[config.mk]
export PLATFORM = sky130hd
export DESIGN_NAME = asd_register_bank
export DESIGN_NICKNAME = d
export VERILOG_FILES = /design/src/rtl/asd_pkg.sv /design/src/rtl/asd_register_bank.sv
export SDC_FILE = /design/constraint.sdc
export NUM_CORES = 1
export LEC_CHECK = 0
export BUFFER_PORTS_ARGS = -buffer_cell sky130_fd_sc_hd__buf_2
export CAP_MARGIN = 10
export CORE_MARGIN = 3
export CORE_UTILIZATION = 45
export DETAILED_ROUTE_END_ITERATION = 10
export GPL_ROUTABILITY_DRIVEN = 1
export GPL_TIMING_DRIVEN = 0
export PLACE_DENSITY = 0.73
export RECOVER_POWER = 100
export SETUP_SLACK_MARGIN = 0.05
export SYNTH_ARGS = -nofsm -noshare
export SYNTH_HDL_FRONTEND = slang
export SYNTH_SLANG_ARGS = --single-unit
[constraint.sdc]
create_clock -name mclk -period 5.2 [get_ports mclk]
set_input_delay 0.26 -clock mclk [delete_from_list [all_inputs] [get_ports mclk]]
set_output_delay 0.26 -clock mclk [all_outputs]
set_load 0.01 [all_outputs]
[src/rtl/asd_pkg.sv]
// shared constants and carriers for the setup and diagnostic register bank
package asd_pkg;

   // register addresses
   localparam logic [7:0] ADDR_CONTROL = 8'h01;
   localparam logic [7:0] ADDR_FAULT   = 8'h06;
   localparam logic [7:0] ADDR_FLT_EN  = 8'h07;
   localparam logic [7:0] ADDR_TALLY   = 8'h08;
   localparam logic [7:0] ADDR_CFG0    = 8'h19;
   localparam logic [7:0] ADDR_DECIM0  = 8'h28;
   localparam logic [7:0] ADDR_ZERO0   = 8'h29;
   localparam logic [7:0] ADDR_SPAN0   = 8'h31;

   // values after reset
   localparam logic [15:0] CONTROL_RST = 16'h0000;
   localparam logic [23:0] FAULT_RST   = 24'h000000;
   localparam logic [23:0] FLT_EN_RST  = 24'h000040;
   localparam logic [7:0]  TALLY_RST   = 8'h00;
   localparam logic [15:0] CFG0_RST    = 16'h0860;
   localparam logic [23:0] DECIM0_RST  = 24'h060180;
   localparam logic [23:0] ZERO0_RST   = 24'h800000;
   localparam logic [23:0] SPAN0_DFLT  = 24'h500000;

   // writable bits, and the valid fault flag bits; the rest read as zero
   localparam logic [15:0] CONTROL_WMASK = 16'h1FFF;
   localparam logic [15:0] CFG0_WMASK    = 16'h0FFF;
   localparam logic [23:0] DECIM0_WMASK  = 24'hFF07FF;
   localparam logic [23:0] FLT_EN_WMASK  = 24'h7FFFFF;
   localparam logic [23:0] FAULT_VALID   = 24'h0FFAFF;

   // fault flag positions
   localparam int FLT_ROM_CHK   = 0;
   localparam int FLT_MAP_CHK   = 1;
   localparam int FLT_SER_CHK   = 2;
   localparam int FLT_WRITE     = 3;
   localparam int FLT_READ      = 4;
   localparam int FLT_SCLK      = 5;
   localparam int FLT_IGNORE    = 6;
   localparam int FLT_LDO_CAP   = 19;
   // enable positions that differ from the flag layout
   localparam int EN_LDO_CAP_LO = 19;
   localparam int EN_LDO_CAP_HI = 20;
   localparam int EN_TALLY      = 22;

   // control field positions
   localparam int CTL_CLK_SEL_LO = 0;
   localparam int CTL_MODE_LO    = 2;
   localparam int CTL_POWER_LO   = 6;
   localparam int CTL_REF_EN     = 8;
   localparam int CTL_CS_EN      = 9;
   localparam int CTL_STATUS_APP = 10;
   localparam int CTL_REPEAT_RD  = 11;
   localparam int CTL_RDY_DELAY  = 12;

   typedef struct packed {
      logic        wr;
      logic        rd;
      logic [7:0]  addr;
      logic [23:0] wdata;
   } asd_req_t;

   typedef struct packed {
      logic        zero_vld;
      logic        span_vld;
      logic [23:0] value;
   } asd_cal_t;

   // msb first, so the struct lines up with control word bits 12:0
   typedef struct packed {
      logic       ready_output_delay;
      logic       repeat_read_mode;
      logic       status_append;
      logic       cs_enable;
      logic       ref_enable;
      logic [1:0] power_level;
      logic [3:0] op_mode;
      logic [1:0] clock_select;
   } asd_ctrl_t;

endpackage : asd_pkg

[src/rtl/asd_register_bank.sv]
// setup, diagnostic and control register bank of the converter
`timescale 1ns/1ps
`default_nettype none

// Operation
// - zero correction register is 24-bit read/write, resets to mid-scale.
// - zero correction takes calibration result or host written value.
// - span correction is 24-bit read/write, resets to per-unit trimmed value.
// - span correction is overwritten by each full-scale calibration result.
// - after reset only the forbidden-time access check is enabled.
// - detected faults set flags only while enabled; summary bit is OR of enabled flags.
// - fault register is 24-bit read-only, resets zero, one flag per source.
// - 8-bit read-only master clock pulse tally resets to zero.
// - enabled read and write checks flag accesses to invalid addresses.
// - enabled serial clock check flags transactions with wrong clock count.
// - control register selects power level and operating mode.
// - control register holds clock select, reference enable, status append, repeat read.
// - setup configuration is 16-bit, resets 0x0860, with documented fields.
// - decimation register is 24-bit, resets 0x060180, with documented fields.
// - control register is 16-bit, resets zero, with documented fields.
module asd_register_bank #(
   parameter logic [23:0] SPAN_TRIM = asd_pkg::SPAN0_DFLT
) (
   // clock, reset, enable
   input  wire logic              mclk,
   input  wire logic              arst_n,
   input  wire logic              clk_en,
   // decoded host access
   input  wire asd_pkg::asd_req_t req_i,
   input  wire logic              host_window_closed,
   input  wire logic              sclk_count_bad,
   // calibration results and monitor faults
   input  wire asd_pkg::asd_cal_t cal_i,
   input  wire logic [23:0]       fault_evt,
   // read answer
   output logic [23:0]            rdata_q,
   output logic                   rvalid_q,
   // status and setup outputs
   output logic                   status_err_q,
   output asd_pkg::asd_ctrl_t     ctrl_q,
   output logic [15:0]            cfg0_q,
   output logic [23:0]            decim0_q,
   output logic [23:0]            zero0_q,
   output logic [23:0]            span0_q,
   output logic [23:0]            fault_q,
   output logic [23:0]            flt_en_q,
   output logic [7:0]             tally_q
);

   logic        rst_s1_q;
   logic        rst_n;
   logic        acc;
   logic        acc_ok;
   logic        addr_ok;
   logic        wr_ok;
   logic        rd_ok;
   logic [15:0] ctrl_raw;
   logic [23:0] flt_set;
   logic [23:0] flt_clr;

   // reset release through two flops
   always_ff @(posedge mclk or negedge arst_n) begin
      if (!arst_n) begin
         rst_s1_q <= 1'b0;
         rst_n    <= 1'b0;
      end else begin
         rst_s1_q <= 1'b1;
         rst_n    <= rst_s1_q;
      end
   end

   function automatic logic known_addr(input logic [7:0] a);
      if (a == asd_pkg::ADDR_CONTROL) known_addr = 1'b1;
      else if (a == asd_pkg::ADDR_FAULT) known_addr = 1'b1;
      else if (a == asd_pkg::ADDR_FLT_EN) known_addr = 1'b1;
      else if (a == asd_pkg::ADDR_TALLY) known_addr = 1'b1;
      else if (a == asd_pkg::ADDR_CFG0) known_addr = 1'b1;
      else if (a == asd_pkg::ADDR_DECIM0) known_addr = 1'b1;
      else if (a == asd_pkg::ADDR_ZERO0) known_addr = 1'b1;
      else if (a == asd_pkg::ADDR_SPAN0) known_addr = 1'b1;
      else known_addr = 1'b0;
   endfunction : known_addr

   // enable layout differs from flag layout near the regulator check
   function automatic logic [23:0] flag_mask(input logic [23:0] en);
      logic [23:0] m;
      m = en & asd_pkg::FAULT_VALID;
      m[asd_pkg::FLT_LDO_CAP] = en[asd_pkg::EN_LDO_CAP_LO] | en[asd_pkg::EN_LDO_CAP_HI];
      flag_mask = m;
   endfunction : flag_mask

   assign acc     = req_i.wr | req_i.rd;
   assign addr_ok = known_addr(req_i.addr);
   // accesses while the window is closed are dropped entirely
   assign acc_ok  = acc & ~host_window_closed;
   assign wr_ok   = acc_ok & req_i.wr & addr_ok;
   assign rd_ok   = acc_ok & req_i.rd & ~req_i.wr & addr_ok;

   always_comb begin
      ctrl_raw = {3'b000, ctrl_q};
   end

   always_ff @(posedge mclk or negedge rst_n) begin
      if (!rst_n) begin
         ctrl_q <= 13'(asd_pkg::CONTROL_RST);
      end else if (clk_en && wr_ok && req_i.addr == asd_pkg::ADDR_CONTROL) begin
         ctrl_q <= 13'(req_i.wdata[15:0] & asd_pkg::CONTROL_WMASK);
      end
   end

   always_ff @(posedge mclk or negedge rst_n) begin
      if (!rst_n) begin
         cfg0_q <= asd_pkg::CFG0_RST;
      end else if (clk_en && wr_ok && req_i.addr == asd_pkg::ADDR_CFG0) begin
         cfg0_q <= req_i.wdata[15:0] & asd_pkg::CFG0_WMASK;
      end
   end

   always_ff @(posedge mclk or negedge rst_n) begin
      if (!rst_n) begin
         decim0_q <= asd_pkg::DECIM0_RST;
      end else if (clk_en && wr_ok && req_i.addr == asd_pkg::ADDR_DECIM0) begin
         decim0_q <= req_i.wdata & asd_pkg::DECIM0_WMASK;
      end
   end

   // calibration result beats a same-cycle host write
   always_ff @(posedge mclk or negedge rst_n) begin
      if (!rst_n) begin
         zero0_q <= asd_pkg::ZERO0_RST;
      end else if (clk_en) begin
         if (cal_i.zero_vld) begin
            zero0_q <= cal_i.value;
         end else if (wr_ok && req_i.addr == asd_pkg::ADDR_ZERO0) begin
            zero0_q <= req_i.wdata;
         end
      end
   end

   always_ff @(posedge mclk or negedge rst_n) begin
      if (!rst_n) begin
         span0_q <= SPAN_TRIM;
      end else if (clk_en) begin
         if (cal_i.span_vld) begin
            span0_q <= cal_i.value;
         end else if (wr_ok && req_i.addr == asd_pkg::ADDR_SPAN0) begin
            span0_q <= req_i.wdata;
         end
      end
   end

   // only forbidden-time check on at reset
   always_ff @(posedge mclk or negedge rst_n) begin
      if (!rst_n) begin
         flt_en_q <= asd_pkg::FLT_EN_RST;
      end else if (clk_en && wr_ok && req_i.addr == asd_pkg::ADDR_FLT_EN) begin
         flt_en_q <= req_i.wdata & asd_pkg::FLT_EN_WMASK;
      end
   end

   always_comb begin
      flt_set = fault_evt;
      flt_set[asd_pkg::FLT_WRITE]  = fault_evt[asd_pkg::FLT_WRITE]
                                     | (acc_ok & req_i.wr & ~addr_ok);
      flt_set[asd_pkg::FLT_READ]   = fault_evt[asd_pkg::FLT_READ]
                                     | (acc_ok & req_i.rd & ~req_i.wr & ~addr_ok);
      flt_set[asd_pkg::FLT_SCLK]   = fault_evt[asd_pkg::FLT_SCLK] | sclk_count_bad;
      flt_set[asd_pkg::FLT_IGNORE] = fault_evt[asd_pkg::FLT_IGNORE]
                                     | (acc & host_window_closed);
      flt_set = flt_set & flag_mask(flt_en_q);
      // read of the fault register clears what it returned
      flt_clr = (rd_ok && req_i.addr == asd_pkg::ADDR_FAULT) ? fault_q : 24'h000000;
   end

   // enabled faults set their flags, set wins over clear
   always_ff @(posedge mclk or negedge rst_n) begin
      if (!rst_n) begin
         fault_q <= asd_pkg::FAULT_RST;
      end else if (clk_en) begin
         fault_q <= (fault_q & ~flt_clr) | flt_set;
      end
   end

   // summary bit, one cycle behind the flags
   always_ff @(posedge mclk or negedge rst_n) begin
      if (!rst_n) begin
         status_err_q <= 1'b0;
      end else if (clk_en) begin
         status_err_q <= |(fault_q & flag_mask(flt_en_q));
      end
   end

   // pulse tally, runs only while its check is enabled, wraps
   always_ff @(posedge mclk or negedge rst_n) begin
      if (!rst_n) begin
         tally_q <= asd_pkg::TALLY_RST;
      end else if (clk_en && flt_en_q[asd_pkg::EN_TALLY]) begin
         tally_q <= tally_q + 8'h01;
      end
   end

   // read answer one cycle after the request
   always_ff @(posedge mclk or negedge rst_n) begin
      if (!rst_n) begin
         rdata_q  <= 24'h000000;
         rvalid_q <= 1'b0;
      end else if (clk_en) begin
         rvalid_q <= rd_ok;
         if (!rd_ok) begin
            rdata_q <= 24'h000000;
         end else if (req_i.addr == asd_pkg::ADDR_CONTROL) begin
            rdata_q <= {8'h00, ctrl_raw};
         end else if (req_i.addr == asd_pkg::ADDR_FAULT) begin
            rdata_q <= fault_q;
         end else if (req_i.addr == asd_pkg::ADDR_FLT_EN) begin
            rdata_q <= flt_en_q;
         end else if (req_i.addr == asd_pkg::ADDR_TALLY) begin
            rdata_q <= {16'h0000, tally_q};
         end else if (req_i.addr == asd_pkg::ADDR_CFG0) begin
            rdata_q <= {8'h00, cfg0_q};
         end else if (req_i.addr == asd_pkg::ADDR_DECIM0) begin
            rdata_q <= decim0_q;
         end else if (req_i.addr == asd_pkg::ADDR_ZERO0) begin
            rdata_q <= zero0_q;
         end else begin
            rdata_q <= span0_q;
         end
      end
   end

   AST_ZERO_RESET: assert property (@(posedge mclk) disable iff (!rst_n)
      $rose(rst_n) |-> zero0_q == asd_pkg::ZERO0_RST)
      else $error("zero correction not mid-scale after reset");

   AST_ZERO_LOAD: assert property (@(posedge mclk) disable iff (!rst_n)
      clk_en && !cal_i.zero_vld && wr_ok && req_i.addr == asd_pkg::ADDR_ZERO0
      |=> zero0_q == $past(req_i.wdata))
      else $error("zero correction did not take host value");

   AST_ZERO_CAL: assert property (@(posedge mclk) disable iff (!rst_n)
      clk_en && cal_i.zero_vld |=> zero0_q == $past(cal_i.value))
      else $error("zero correction did not take calibration result");

   AST_SPAN_CAL: assert property (@(posedge mclk) disable iff (!rst_n)
      clk_en && cal_i.span_vld |=> span0_q == $past(cal_i.value))
      else $error("span correction did not take calibration result");

   AST_SPAN_RESET: assert property (@(posedge mclk) disable iff (!rst_n)
      $rose(rst_n) |-> span0_q == SPAN_TRIM)
      else $error("span correction not trimmed value after reset");

   AST_EN_RESET: assert property (@(posedge mclk) disable iff (!rst_n)
      $rose(rst_n) |-> flt_en_q == asd_pkg::FLT_EN_RST)
      else $error("fault enables wrong after reset");

   AST_SUMMARY: assert property (@(posedge mclk) disable iff (!rst_n)
      clk_en |=> status_err_q == $past(|(fault_q & flag_mask(flt_en_q))))
      else $error("summary fault bit mismatch");

   AST_FLAG_HOLD: assert property (@(posedge mclk) disable iff (!rst_n)
      clk_en && fault_q[asd_pkg::FLT_IGNORE] && !rd_ok
      |=> fault_q[asd_pkg::FLT_IGNORE] && (fault_q & ~asd_pkg::FAULT_VALID) == 24'h000000)
      else $error("fault flag lost or reserved bit set");

   AST_TALLY_STEP: assert property (@(posedge mclk) disable iff (!rst_n)
      clk_en && flt_en_q[asd_pkg::EN_TALLY] |=> tally_q == $past(tally_q) + 8'h01)
      else $error("pulse tally did not advance");

   AST_BAD_WRITE: assert property (@(posedge mclk) disable iff (!rst_n)
      clk_en && acc_ok && req_i.wr && !addr_ok && flt_en_q[asd_pkg::FLT_WRITE]
      |=> fault_q[asd_pkg::FLT_WRITE])
      else $error("invalid write not flagged");

   AST_SCLK_FLAG: assert property (@(posedge mclk) disable iff (!rst_n)
      clk_en && sclk_count_bad && flt_en_q[asd_pkg::FLT_SCLK] |=> fault_q[asd_pkg::FLT_SCLK])
      else $error("serial clock count fault not flagged");

   AST_CTRL_WRITE: assert property (@(posedge mclk) disable iff (!rst_n)
      clk_en && wr_ok && req_i.addr == asd_pkg::ADDR_CONTROL
      |=> ctrl_q == ($past(req_i.wdata[15:0]) & asd_pkg::CONTROL_WMASK))
      else $error("control register write lost");

   AST_CFG_RESET: assert property (@(posedge mclk) disable iff (!rst_n)
      $rose(rst_n) |-> cfg0_q == asd_pkg::CFG0_RST && decim0_q == asd_pkg::DECIM0_RST)
      else $error("setup registers wrong after reset");

   AST_RO_TALLY: assert property (@(posedge mclk) disable iff (!rst_n)
      clk_en && !flt_en_q[asd_pkg::EN_TALLY] |=> tally_q == $past(tally_q))
      else $error("pulse tally changed while stopped");

   AST_CTRL_FIELDS: assert property (@(posedge mclk) disable iff (!rst_n)
      clk_en && wr_ok && req_i.addr == asd_pkg::ADDR_CONTROL
      |=> ctrl_q.power_level == $past(req_i.wdata[asd_pkg::CTL_POWER_LO +: 2])
          && ctrl_q.op_mode == $past(req_i.wdata[asd_pkg::CTL_MODE_LO +: 4])
          && ctrl_q.ready_output_delay == $past(req_i.wdata[asd_pkg::CTL_RDY_DELAY]))
      else $error("control fields in wrong place");

   AST_BAD_READ: assert property (@(posedge mclk) disable iff (!rst_n)
      clk_en && acc_ok && req_i.rd && !req_i.wr && !addr_ok && flt_en_q[asd_pkg::FLT_READ]
      |=> fault_q[asd_pkg::FLT_READ])
      else $error("invalid read not flagged");

   AST_IGNORE_FLAG: assert property (@(posedge mclk) disable iff (!rst_n)
      clk_en && acc && host_window_closed && flt_en_q[asd_pkg::FLT_IGNORE]
      |=> fault_q[asd_pkg::FLT_IGNORE])
      else $error("access in closed window not flagged");

   AST_CLOSED_DROP: assert property (@(posedge mclk) disable iff (!rst_n)
      clk_en && acc && host_window_closed && !cal_i.zero_vld
      |=> zero0_q == $past(zero0_q))
      else $error("access in closed window changed a register");

   AST_SUMMARY_SET: assert property (@(posedge mclk) disable iff (!rst_n)
      clk_en && fault_q[asd_pkg::FLT_IGNORE] && flt_en_q[asd_pkg::FLT_IGNORE] |=> status_err_q)
      else $error("summary bit missed an enabled flag");

   AST_CFG_WRITE: assert property (@(posedge mclk) disable iff (!rst_n)
      clk_en && wr_ok && req_i.addr == asd_pkg::ADDR_CFG0
      |=> cfg0_q == ($past(req_i.wdata[15:0]) & asd_pkg::CFG0_WMASK))
      else $error("setup configuration write lost");

   AST_DECIM_WRITE: assert property (@(posedge mclk) disable iff (!rst_n)
      clk_en && wr_ok && req_i.addr == asd_pkg::ADDR_DECIM0
      |=> decim0_q == ($past(req_i.wdata) & asd_pkg::DECIM0_WMASK))
      else $error("decimation write lost");

   AST_FAULT_CLEAR: assert property (@(posedge mclk) disable iff (!rst_n)
      clk_en && rd_ok && req_i.addr == asd_pkg::ADDR_FAULT && flt_set == 24'h000000
      |=> fault_q == 24'h000000)
      else $error("fault flags not cleared by read");

endmodule : asd_register_bank

`default_nettype wire

======== Word-level counts from Yosys, hierarchy flattened ========
Cells that the tools add are included.
word-level totals
  register bits after elaboration ......... 175
  input port bits ......................... 89
  output and inout port bits .............. 183
  word-level logic and storage cells ...... 87
cells by class
  add/subtract/negate cells ............... 1
  eq/ne operators ......................... 8
  multiplexer cells ....................... 21
  bitwise gates (word level) .............. 23
  reduce and logical (&&, ||, !) cells .... 14
operators by type and width
  kind                                                  count
  2-to-1 mux 24 bit                                     13
  AND 24 x 20 -> 24 bit                                 2
  AND 24 bit                                            1
  equality test 8 x 6 -> 1 bit (second input constant)  3
  inverter 24 bit                                       1
  bitwise OR 24 bit                                     1
  OR reduction 24 bit                                   1
  equality test 8 x 3 -> 1 bit (second input constant)  2
  AND 1 bit                                             9
  logical AND 1 bit                                     9
  adder 8 x 1 -> 8 bit (second input constant)          1
  equality test 8 x 1 -> 1 bit (second input constant)  1
  equality test 8 x 4 -> 1 bit (second input constant)  1
  equality test 8 x 5 -> 1 bit (second input constant)  1
  2-to-1 mux 1 bit                                      8
  bitwise OR 1 bit                                      6
  AND reduction 2 bit                                   2
  nonzero test 2 bit                                    2
  inverter 1 bit                                        3

======== Logic depth before layout (Yosys ltp) ========
Gate-level depths: netlist of run 1.
  depth after elaboration ................. 15
  mapped depth ............................ 8
  depth with buffers taken out ............ 6

======== Least setup slack after synthesis of run 1 ========
No wires, ideal clock.
  path type ............................... input to register
  from .................................... input port req_i[24] in the netlist's numbering
  to ...................................... register decim0_q[10]
  library setup time ...................... 0.125 ns
  arrival time ............................ 1.738 ns
  data required time ...................... 5.075 ns
  slack ................................... 3.338 ns
  stages .................................. 6
  path buffers ............................ 2
  path through ............................ buf_2 -> nor4_2 -> nand4_1 -> nor2_4 -> buf_4 -> mux2_2
on the way
  word-level cells in the longest chain between the ends .. 12
  elaborated cells between the ends (all ways) .. 19
  those cells by class .................... eq/ne (8); mux (8); bitwise (1); reduce/logical (2)
ends and longest elaborated chain
  what                          RTL line                  text
  from (decl)                   asd_register_bank.sv:29   input wire asd_pkg::asd_req_t req_i,
  equality test 8 x 6 -> 1 bit  asd_register_bank.sv:80   else if (a == asd_pkg::ADDR_SPAN0) known_addr = 1'b1;
  2-to-1 mux 1 bit              asd_register_bank.sv:80
  2-to-1 mux 1 bit              asd_register_bank.sv:79   else if (a == asd_pkg::ADDR_ZERO0) known_addr = 1'b1;
  2-to-1 mux 1 bit              asd_register_bank.sv:78   else if (a == asd_pkg::ADDR_DECIM0) known_addr = 1'b1;
  2-to-1 mux 1 bit              asd_register_bank.sv:77   else if (a == asd_pkg::ADDR_CFG0) known_addr = 1'b1;
  2-to-1 mux 1 bit              asd_register_bank.sv:76   else if (a == asd_pkg::ADDR_TALLY) known_addr = 1'b1;
  2-to-1 mux 1 bit              asd_register_bank.sv:75   else if (a == asd_pkg::ADDR_FLT_EN) known_addr = 1'b1;
  2-to-1 mux 1 bit              asd_register_bank.sv:74   else if (a == asd_pkg::ADDR_FAULT) known_addr = 1'b1;
  2-to-1 mux 1 bit              asd_register_bank.sv:73   if (a == asd_pkg::ADDR_CONTROL) known_addr = 1'b1;
  AND 1 bit                     asd_register_bank.sv:96   assign wr_ok = acc_ok & req_i.wr & addr_ok;
  logical AND 1 bit             asd_register_bank.sv:122  end else if (clk_en && wr_ok && req_i.addr == asd_pkg::ADDR_DECIM0) begin
  logical AND 1 bit *           asd_register_bank.sv:122
  to (signal assigned)          asd_register_bank.sv:121  decim0_q <= asd_pkg::DECIM0_RST;
  to (signal assigned)          asd_register_bank.sv:123  decim0_q <= req_i.wdata & asd_pkg::DECIM0_WMASK;
  to (decl)                     asd_register_bank.sv:42   output logic [23:0] decim0_q,
Every way passes the cells marked *; elsewhere a longest branch is shown, timed or not.
A chain may end at the register's enable or synchronous reset.

======== Worst setup path after layout of run 1 ========
  from .................................... input port req_i[28] in the netlist's numbering
  to ...................................... register rdata_q[1]
on the way
  word-level cells in the longest chain between the ends .. 11
  elaborated cells between the ends (all ways) .. 25
  those cells by class .................... eq/ne (8); mux (16); bitwise (1)
ends and longest elaborated chain
  what                          RTL line                  text
  equality test 8 x 6 -> 1 bit  asd_register_bank.sv:80
  2-to-1 mux 1 bit              asd_register_bank.sv:80
  2-to-1 mux 1 bit              asd_register_bank.sv:79
  2-to-1 mux 1 bit              asd_register_bank.sv:78
  2-to-1 mux 1 bit              asd_register_bank.sv:77
  2-to-1 mux 1 bit              asd_register_bank.sv:76
  2-to-1 mux 1 bit              asd_register_bank.sv:75
  2-to-1 mux 1 bit              asd_register_bank.sv:74
  2-to-1 mux 1 bit              asd_register_bank.sv:73
  AND 1 bit                     asd_register_bank.sv:97   assign rd_ok = acc_ok & req_i.rd & ~req_i.wr & addr_ok;
  2-to-1 mux 24 bit *           asd_register_bank.sv:209  if (!rd_ok) begin
  to (signal assigned)          asd_register_bank.sv:212  rdata_q <= {8'h00, ctrl_raw};
  to (signal assigned)          asd_register_bank.sv:214  rdata_q <= fault_q;
  to (signal assigned)          asd_register_bank.sv:216  rdata_q <= flt_en_q;
  to (decl)                     asd_register_bank.sv:36   output logic [23:0] rdata_q,
Marked as above.

==> results of run 1 <==
-- power by group through the flow --
stage               combinational (mW)  clock [mW]  sequential [mW]
floorplan                        0.193           0             1.59
global placement                 0.419           0             1.57
detailed placement               0.454           0             1.55
CTS                              0.456        1.39             1.53
global route                     0.470        1.43             1.54
finish                           0.430        1.38             1.53
-- metrics by stage --
stage | total power [mW] | instances
3_3_place_gp | 1.99 | 1243
3_5_place_dp | 2.01 | 1245
5_1_grt | 3.44 | 1279
6_report | 3.34 | 1280
4_1_cts | 3.37 | 1278
2_1_floorplan | 1.78 | 764
-- layout make-up --
type / instances / area [um^2]
well taps: 229 / 287
flip-flops and latches: 175 / 4390
diodes: 2 / 5.00
clock buffers: 17 / 425
fillers: 1686 / 7850
inverters: 5 / 18.8
plain buffers: 54 / 264
repair buffers: 253 / 1100
multi-input cells: 530 / 3790
clock inverters: 15 / 195
-- placed cells by master, fill, tap and decap left out, types with 9 or more instances in the layout --
cell / synthesis / routed
nand3_1: 12 / 12
mux2_2: 70 / 69
o21ai_0: 35 / 36
clkbuf_1: 18 / 200
buf_4: 14 / 11
conb_1: 2 / 11
a21oi_1: 54 / 54
o2bb2ai_1: 11 / 11
o21a_1: 9 / 9
a32o_1: 16 / 16
nor2_1: 68 / 71
dfrtp_1: 164 / 164
and2_1: 11 / 10
o22ai_1: 21 / 21
a22o_1: 12 / 12
clkbuf_16: 0 / 17
buf_2: 17 / 91
mux2i_1: 66 / 66
nand2_1: 37 / 37
-- critical path, stage by stage --
cell and delay (ns):
clkbuf_1 0.23, nor4_1 1.12, o21ai_0 0.42, o211a_1 0.32, nor3_1 0.87, nor4bb_1 0.44
a211o_1 0.15
-- cells by family (layout without fill, tap and decap cells) --
| group | Yosys count | after routing | share of synthesized area |
|---|---|---|---|
| AOI/OAI and AO/OA | 198 | 198 | 0.156 |
| xor gates and xnor gates | 8 | 8 | 0.00819 |
| adders and majority gates | 1 | 1 | 0.00146 |
| buffers and inverters | 59 | 344 | 0.0373 |
| DFF | 175 | 175 | 0.514 |
| muxes | 140 | 140 | 0.175 |
| other | 2 | 13 | 0.000878 |
| and+or+nand+nor | 172 | 172 | 0.108 |
-- state kept, by name (all words and copies together), names as in the netlist --
register	cells
fault_q	24
rdata_q	24
span0_q	24
zero0_q	24
flt_en_q	23
decim0_q	19
ctrl_q	13
cfg0_q	12
tally_q	8
rst_n	1
rst_s1_q	1
rvalid_q	1
status_err_q	1
-- layer usage --
layer	vias to the layer above	part of all wire
met5	-	0.00079
met4	4	0.020
met3	39	0.071
met2	311	0.48
met1	3836	0.43
li1	3333	-
-- worst paths after layout --
check	end	cells past startpoint	start	slack, ns
setup / recovery	rdata_q[1]	7	req_i[28]	1.77
hold / removal	fault_q[14]	2	fault_evt[14]	0.08
setup reg to reg	flt_en_q[22]	0	rst_n	3.19
hold reg to reg	rst_n	0	rst_s1_q	0.36
max in group asynchronous	flt_en_q[22]	0	rst_n	3.19
min in group asynchronous	rst_n	2	arst_n	0.13
-- repair_timing --
action | CTS | global route
buffers inserted | 0 | 0
hold buffers | 1 | 0
endpoints found under the hold margin | 2 | 0
==> results by group, run 1 <==
Run status
  • Status: complete, but fails checks
  • Failing checks: max-capacitance violations, max-slew violations

STA
  • Setup ws final: 1.77 ns
  • Pins over their slew limit: 43
  • RSZ-0062 raised after global routing: false
  • Fin crit share: 0.661
  • Hold slack: 0.0781 ns
  • Relative slew slack: -0.325
  • Final setup vio count: 0
  • Total negative setup slack: 0 ns
  • Crit path time final: 3.43 ns
  • Post-route clock skew: 0.0122 ns
  • Max Fclk: 291 MHz
  • Slew @ Worst Pin: 1.99 ns
  • Count of final hold-check violations: 0

Global route
  • Global route total overflow: 0
  • Vias in the first global route: 7235
  • Global routing usage on met2: 0.451
  • Tot GR Track Use: 0.285
  • Met1 GRT Util: 0.395
  • Initial antenna violation count: 3
  • Largest net degree at the start of global routing: 70
  • Global-route wire length before repair: 44200 um
  • GRT busiest layer: met2
  • Met3 Use GR: 0.0582

Setup path
  • WS Path Type: input port to flip-flop
  • Worst Path Max Fanout: 10
  • CP Capture Type: flip-flop
  • Startpoint Class: input port
  • Worst path arrival time: 3.80 ns
  • Req. time, crit path: 5.57 ns

Clocking
  • CTS Buf Count: 17
  • CTS tree: built
  • # clock sinks: 175
  • CTS max path bufs: 2
  • Clk pin slew, worst setup/hold paths: 0.07 ns
  • Clk_lat worst skew: 0.43 ns
  • Post-cts sizing count: 0
  • Htree depth: 4
  • Root buffer cell: clkbuf_16

Pwr
  • Part of the power in the clock network: 0.412
  • Net Switching: 0.956 mW
  • Power per cell area: 318 nW/um^2
  • Internal power: 2.38 mW
  • Seq pwr share: 0.459
  • LEAKAGE: 4.88 nW
  • Peak VDD IR: 230 uV
  • Switching fraction of total power: 0.286
  • Logic pwr share: 0.129

Floorplanning
  • Core Region: 18300 um^2
  • Site Rows: 49
  • Top Ports: 272
  • Die area: 20700 um^2
  • Initial Utilization: 0.467
  • Die X: 144 um
  • Die height: 144 um

Yosys
  • Ys async rst share: 1.00
  • Cell variety after synth: 67
  • Leading area contributor after synthesis: dfrtp_1
  • Mapped Avg Cell Area: 11.3 um^2
  • Ys Warns: 0
  • Post-synth top area share: 0.480
  • Dominant synthesized flop cell: dfrtp_1
  • Top post-synthesis cells by count: dfrtp_1, mux2_2, nor2_1
  • Cell Area, Synth: 8550 um^2
  • Cells after Synth: 755
  • Post-synth EDFFs: 0
  • Count leader, synth: dfrtp_1
  • Synth Register Bits: 175
  • Main area contributors after synthesis: dfrtp_1, mux2_2, mux2i_1, dfstp_2, a21oi_1
  • Register area share after synthesis: 0.514

Cells and area
  • Total Nets Final: 1126
  • Share of layout cells above drive strength 1: 0.209
  • Post-route core utilization: 0.572
  • Synth-to-layout area growth: 22.5%
  • Final instance area: 10500 um^2

Placement
  • Post-DP HPWL: 22700 um
  • DP Area: 10200 um^2
  • Pre-CTS setup slack: 2.66 ns
  • Final Wtd Congestion: 0.958
  • Port bufs: 250

Detailed routing
  • DRC viols: 0
  • DRT iter0 DRCs: 503
  • Total number of vias: 7523
  • Total Routed Length: 30200 um
  • Router iterations before antenna repair: 5
  • Drt wl/cell: 23.6 um
  • Antenna Nets Post-Route: 0
  • Vias per inst: 5.88

Min path
  • Hold Crit Class: input port to flip-flop

Run
  • Max Cap Viol: 1
Note: power is estimated with default switching activity, not from simulation.
==> inputs of run 2 (changes only) <==
clock period = 3 ns   (was 5.2 ns; I/O delays follow)
==> results by group, run 2 (synthesis results as in run 1) <==
Pwr
  • LEAKAGE: 5.01 nW
  • Power per cell area: 539 nW/um^2
  • Peak VDD IR: 388 uV
  • Tot Pwr: 5.82 mW

Floorplanning
  • Die area: 20700 um^2
  • Die X: 144 um
  • Top Ports: 272
  • Site Rows: 49
  • Initial Utilization: 0.467
  • Core Region: 18300 um^2
  • Die height: 144 um

Setup path
  • CP Capture Type: flip-flop
  • Worst path arrival time: 2.71 ns
  • Worst Path Max Fanout: 10
  • Most frequent CP cell: clkbuf_1
  • Worst reg2reg path endpoint: flt_en_q[22]
  • WS Path Type: input port to flip-flop
  • CP peak stage delay: 0.58 ns
  • Cell depth of the worst flop-to-flop path: 0
  • Startpoint Class: input port
  • RR Startpoint: rst_n
  • Req. time, crit path: 3.35 ns
  • CP cell instances: clkbuf_1 > nor3b_4 > nand3_1 > o211a_1 > nor2_1 > clkbuf_1 > o21ai_0 > o2bb2ai_1
  • Setup slack, reg-to-reg: 0.97 ns
  • Slowest cell on the critical path: nor3b_4

Run status
  • Failing checks: max-capacitance violations, max-slew violations
  • Status: complete, but fails checks

Detailed routing
  • Router iterations before antenna repair: 5
  • Antenna Nets Post-Route: 0
  • DRT iter0 DRCs: 505
  • Vias per inst: 5.90
  • Total Routed Length: 30500 um
  • Total number of vias: 7687
  • Drt wl/cell: 23.4 um
  • DRC viols: 0

Clocking
  • Clk pin slew, worst setup/hold paths: 0.07 ns
  • # clock sinks: 175
  • Post-CTS Repair Setup Buffers: 0
  • Post-cts sizing count: 0
  • CTS Hold Bufs: 26
  • Root buffer cell: clkbuf_16
  • Htree depth: 4
  • CTS Buf Count: 17
  • Clk_lat worst skew: 0.43 ns
  • CTS max path bufs: 2
  • CTS tree: built

STA
  • Slew @ Worst Pin: 2.01 ns
  • RSZ-0062 raised after global routing: false
  • Relative slew slack: -0.337
  • Pins over their slew limit: 43
  • Count of final hold-check violations: 0
  • Post-route clock skew: 0.0108 ns
  • Crit path time final: 2.36 ns
  • Fin crit share: 0.788
  • Hold slack: 0.0146 ns
  • Final setup vio count: 0
  • Max Fclk: 423 MHz

Cells and area
  • Antenna Cells: 0
  • Most frequent cells in the layout: clkbuf_1, dfrtp_1, buf_2, nor2_1, mux2_2
  • Total Nets Final: 1151
  • Final instance area: 10800 um^2
  • Final Instance Count excl. Fillers: 1303
  • Share of layout cells above drive strength 1: 0.207
  • Post-route core utilization: 0.588
  • Most common cell after layout, fill and taps aside: clkbuf_1
  • Synth-to-layout area growth: 26.1%
  • FILL cells: 1649

Global route
  • Tot GR Track Use: 0.289
  • Largest net degree at the start of global routing: 70
  • Vias in the first global route: 7434
  • Global route total overflow: 0
  • Initial antenna violation count: 0
  • Global-route wire length before repair: 45000 um

Run
  • Max Cap Viol: 1

Placement
  • # placed instances: 1245
  • Post-DP HPWL: 22700 um
  • DP Area: 10200 um^2
  • Port bufs: 250
  • Final Wtd Congestion: 0.958

Min path
  • Hold path endpoint: flt_en_q[13]
  • Worst hold start: req_i[13]
  • Hold Crit Class: input port to flip-flop
  • Worst Hold Depth: 2
## run 2: changes by cell type in the layout (fill, tap and decap cells not counted), moves of 2 or more
cell,change
nor4_1,-2
clkbuf_1,-3
dlygate4sd3_1,+25
buf_4,+2
diode_2,-2
## run 2: per-layer routing
layer | global-route usage | routed length (um)
met5 | 0 | 0
met4 | 0.0966 | 760
met3 | 0.0559 | 2140
met2 | 0.462 | 14500
met1 | 0.398 | 13100
## run 2: power by group
part           switching, mW  internal, mW  leakage [nW]  total (mW)
sequential             0.155          2.50          2.25        2.66
combinational          0.469         0.309          2.46       0.778
clock                   1.04          1.34         0.303        2.38
## run 2: worst max path at each step
stage | startpoint | endpoint | slack (ns)
after floorplan | rst_n | cfg0_q[0] | 0.12
after global placement | rst_n | rdata_q[20] | -1.06
after detailed placement | req_i[31] | rdata_q[23] | 0.57
after CTS | req_i[31] | rdata_q[23] | 1.02
after global routing | req_i[27] | rdata_q[20] | 0.50
final | req_i[27] | rdata_q[19] | 0.64
## run 2: cell type report
cell class / instances / area, um^2 / share of cell area
multi-input combinational: 530 / 3830 / 0.355
buffer: 54 / 280 / 0.0260
inverter: 5 / 18.8 / 0.00174
timing repair buffer: 278 / 1350 / 0.125
clock buffer: 17 / 425 / 0.0394
tap: 229 / 287 / 0.0266
sequential: 175 / 4390 / 0.407
clock inverter: 15 / 195 / 0.0181
## run 2: critical path, delay by kind of cell
kind / cells / cell delay [ns]
simple gates: 3 / 1.23
compound gates: 3 / 0.66
buf+inv: 2 / 0.65
## run 2: per-stage QoR
| stage | setup TNS, ns | setup slack, ns |
|---|---|---|
| after CTS | 0 | 1.02 |
| final | 0 | 0.636 |
| after global placement | -170.09 | -1.06 |
| after detailed placement | 0 | 0.568 |
| after global routing | 0 | 0.497 |
| after floorplan | 0 | 0.119 |
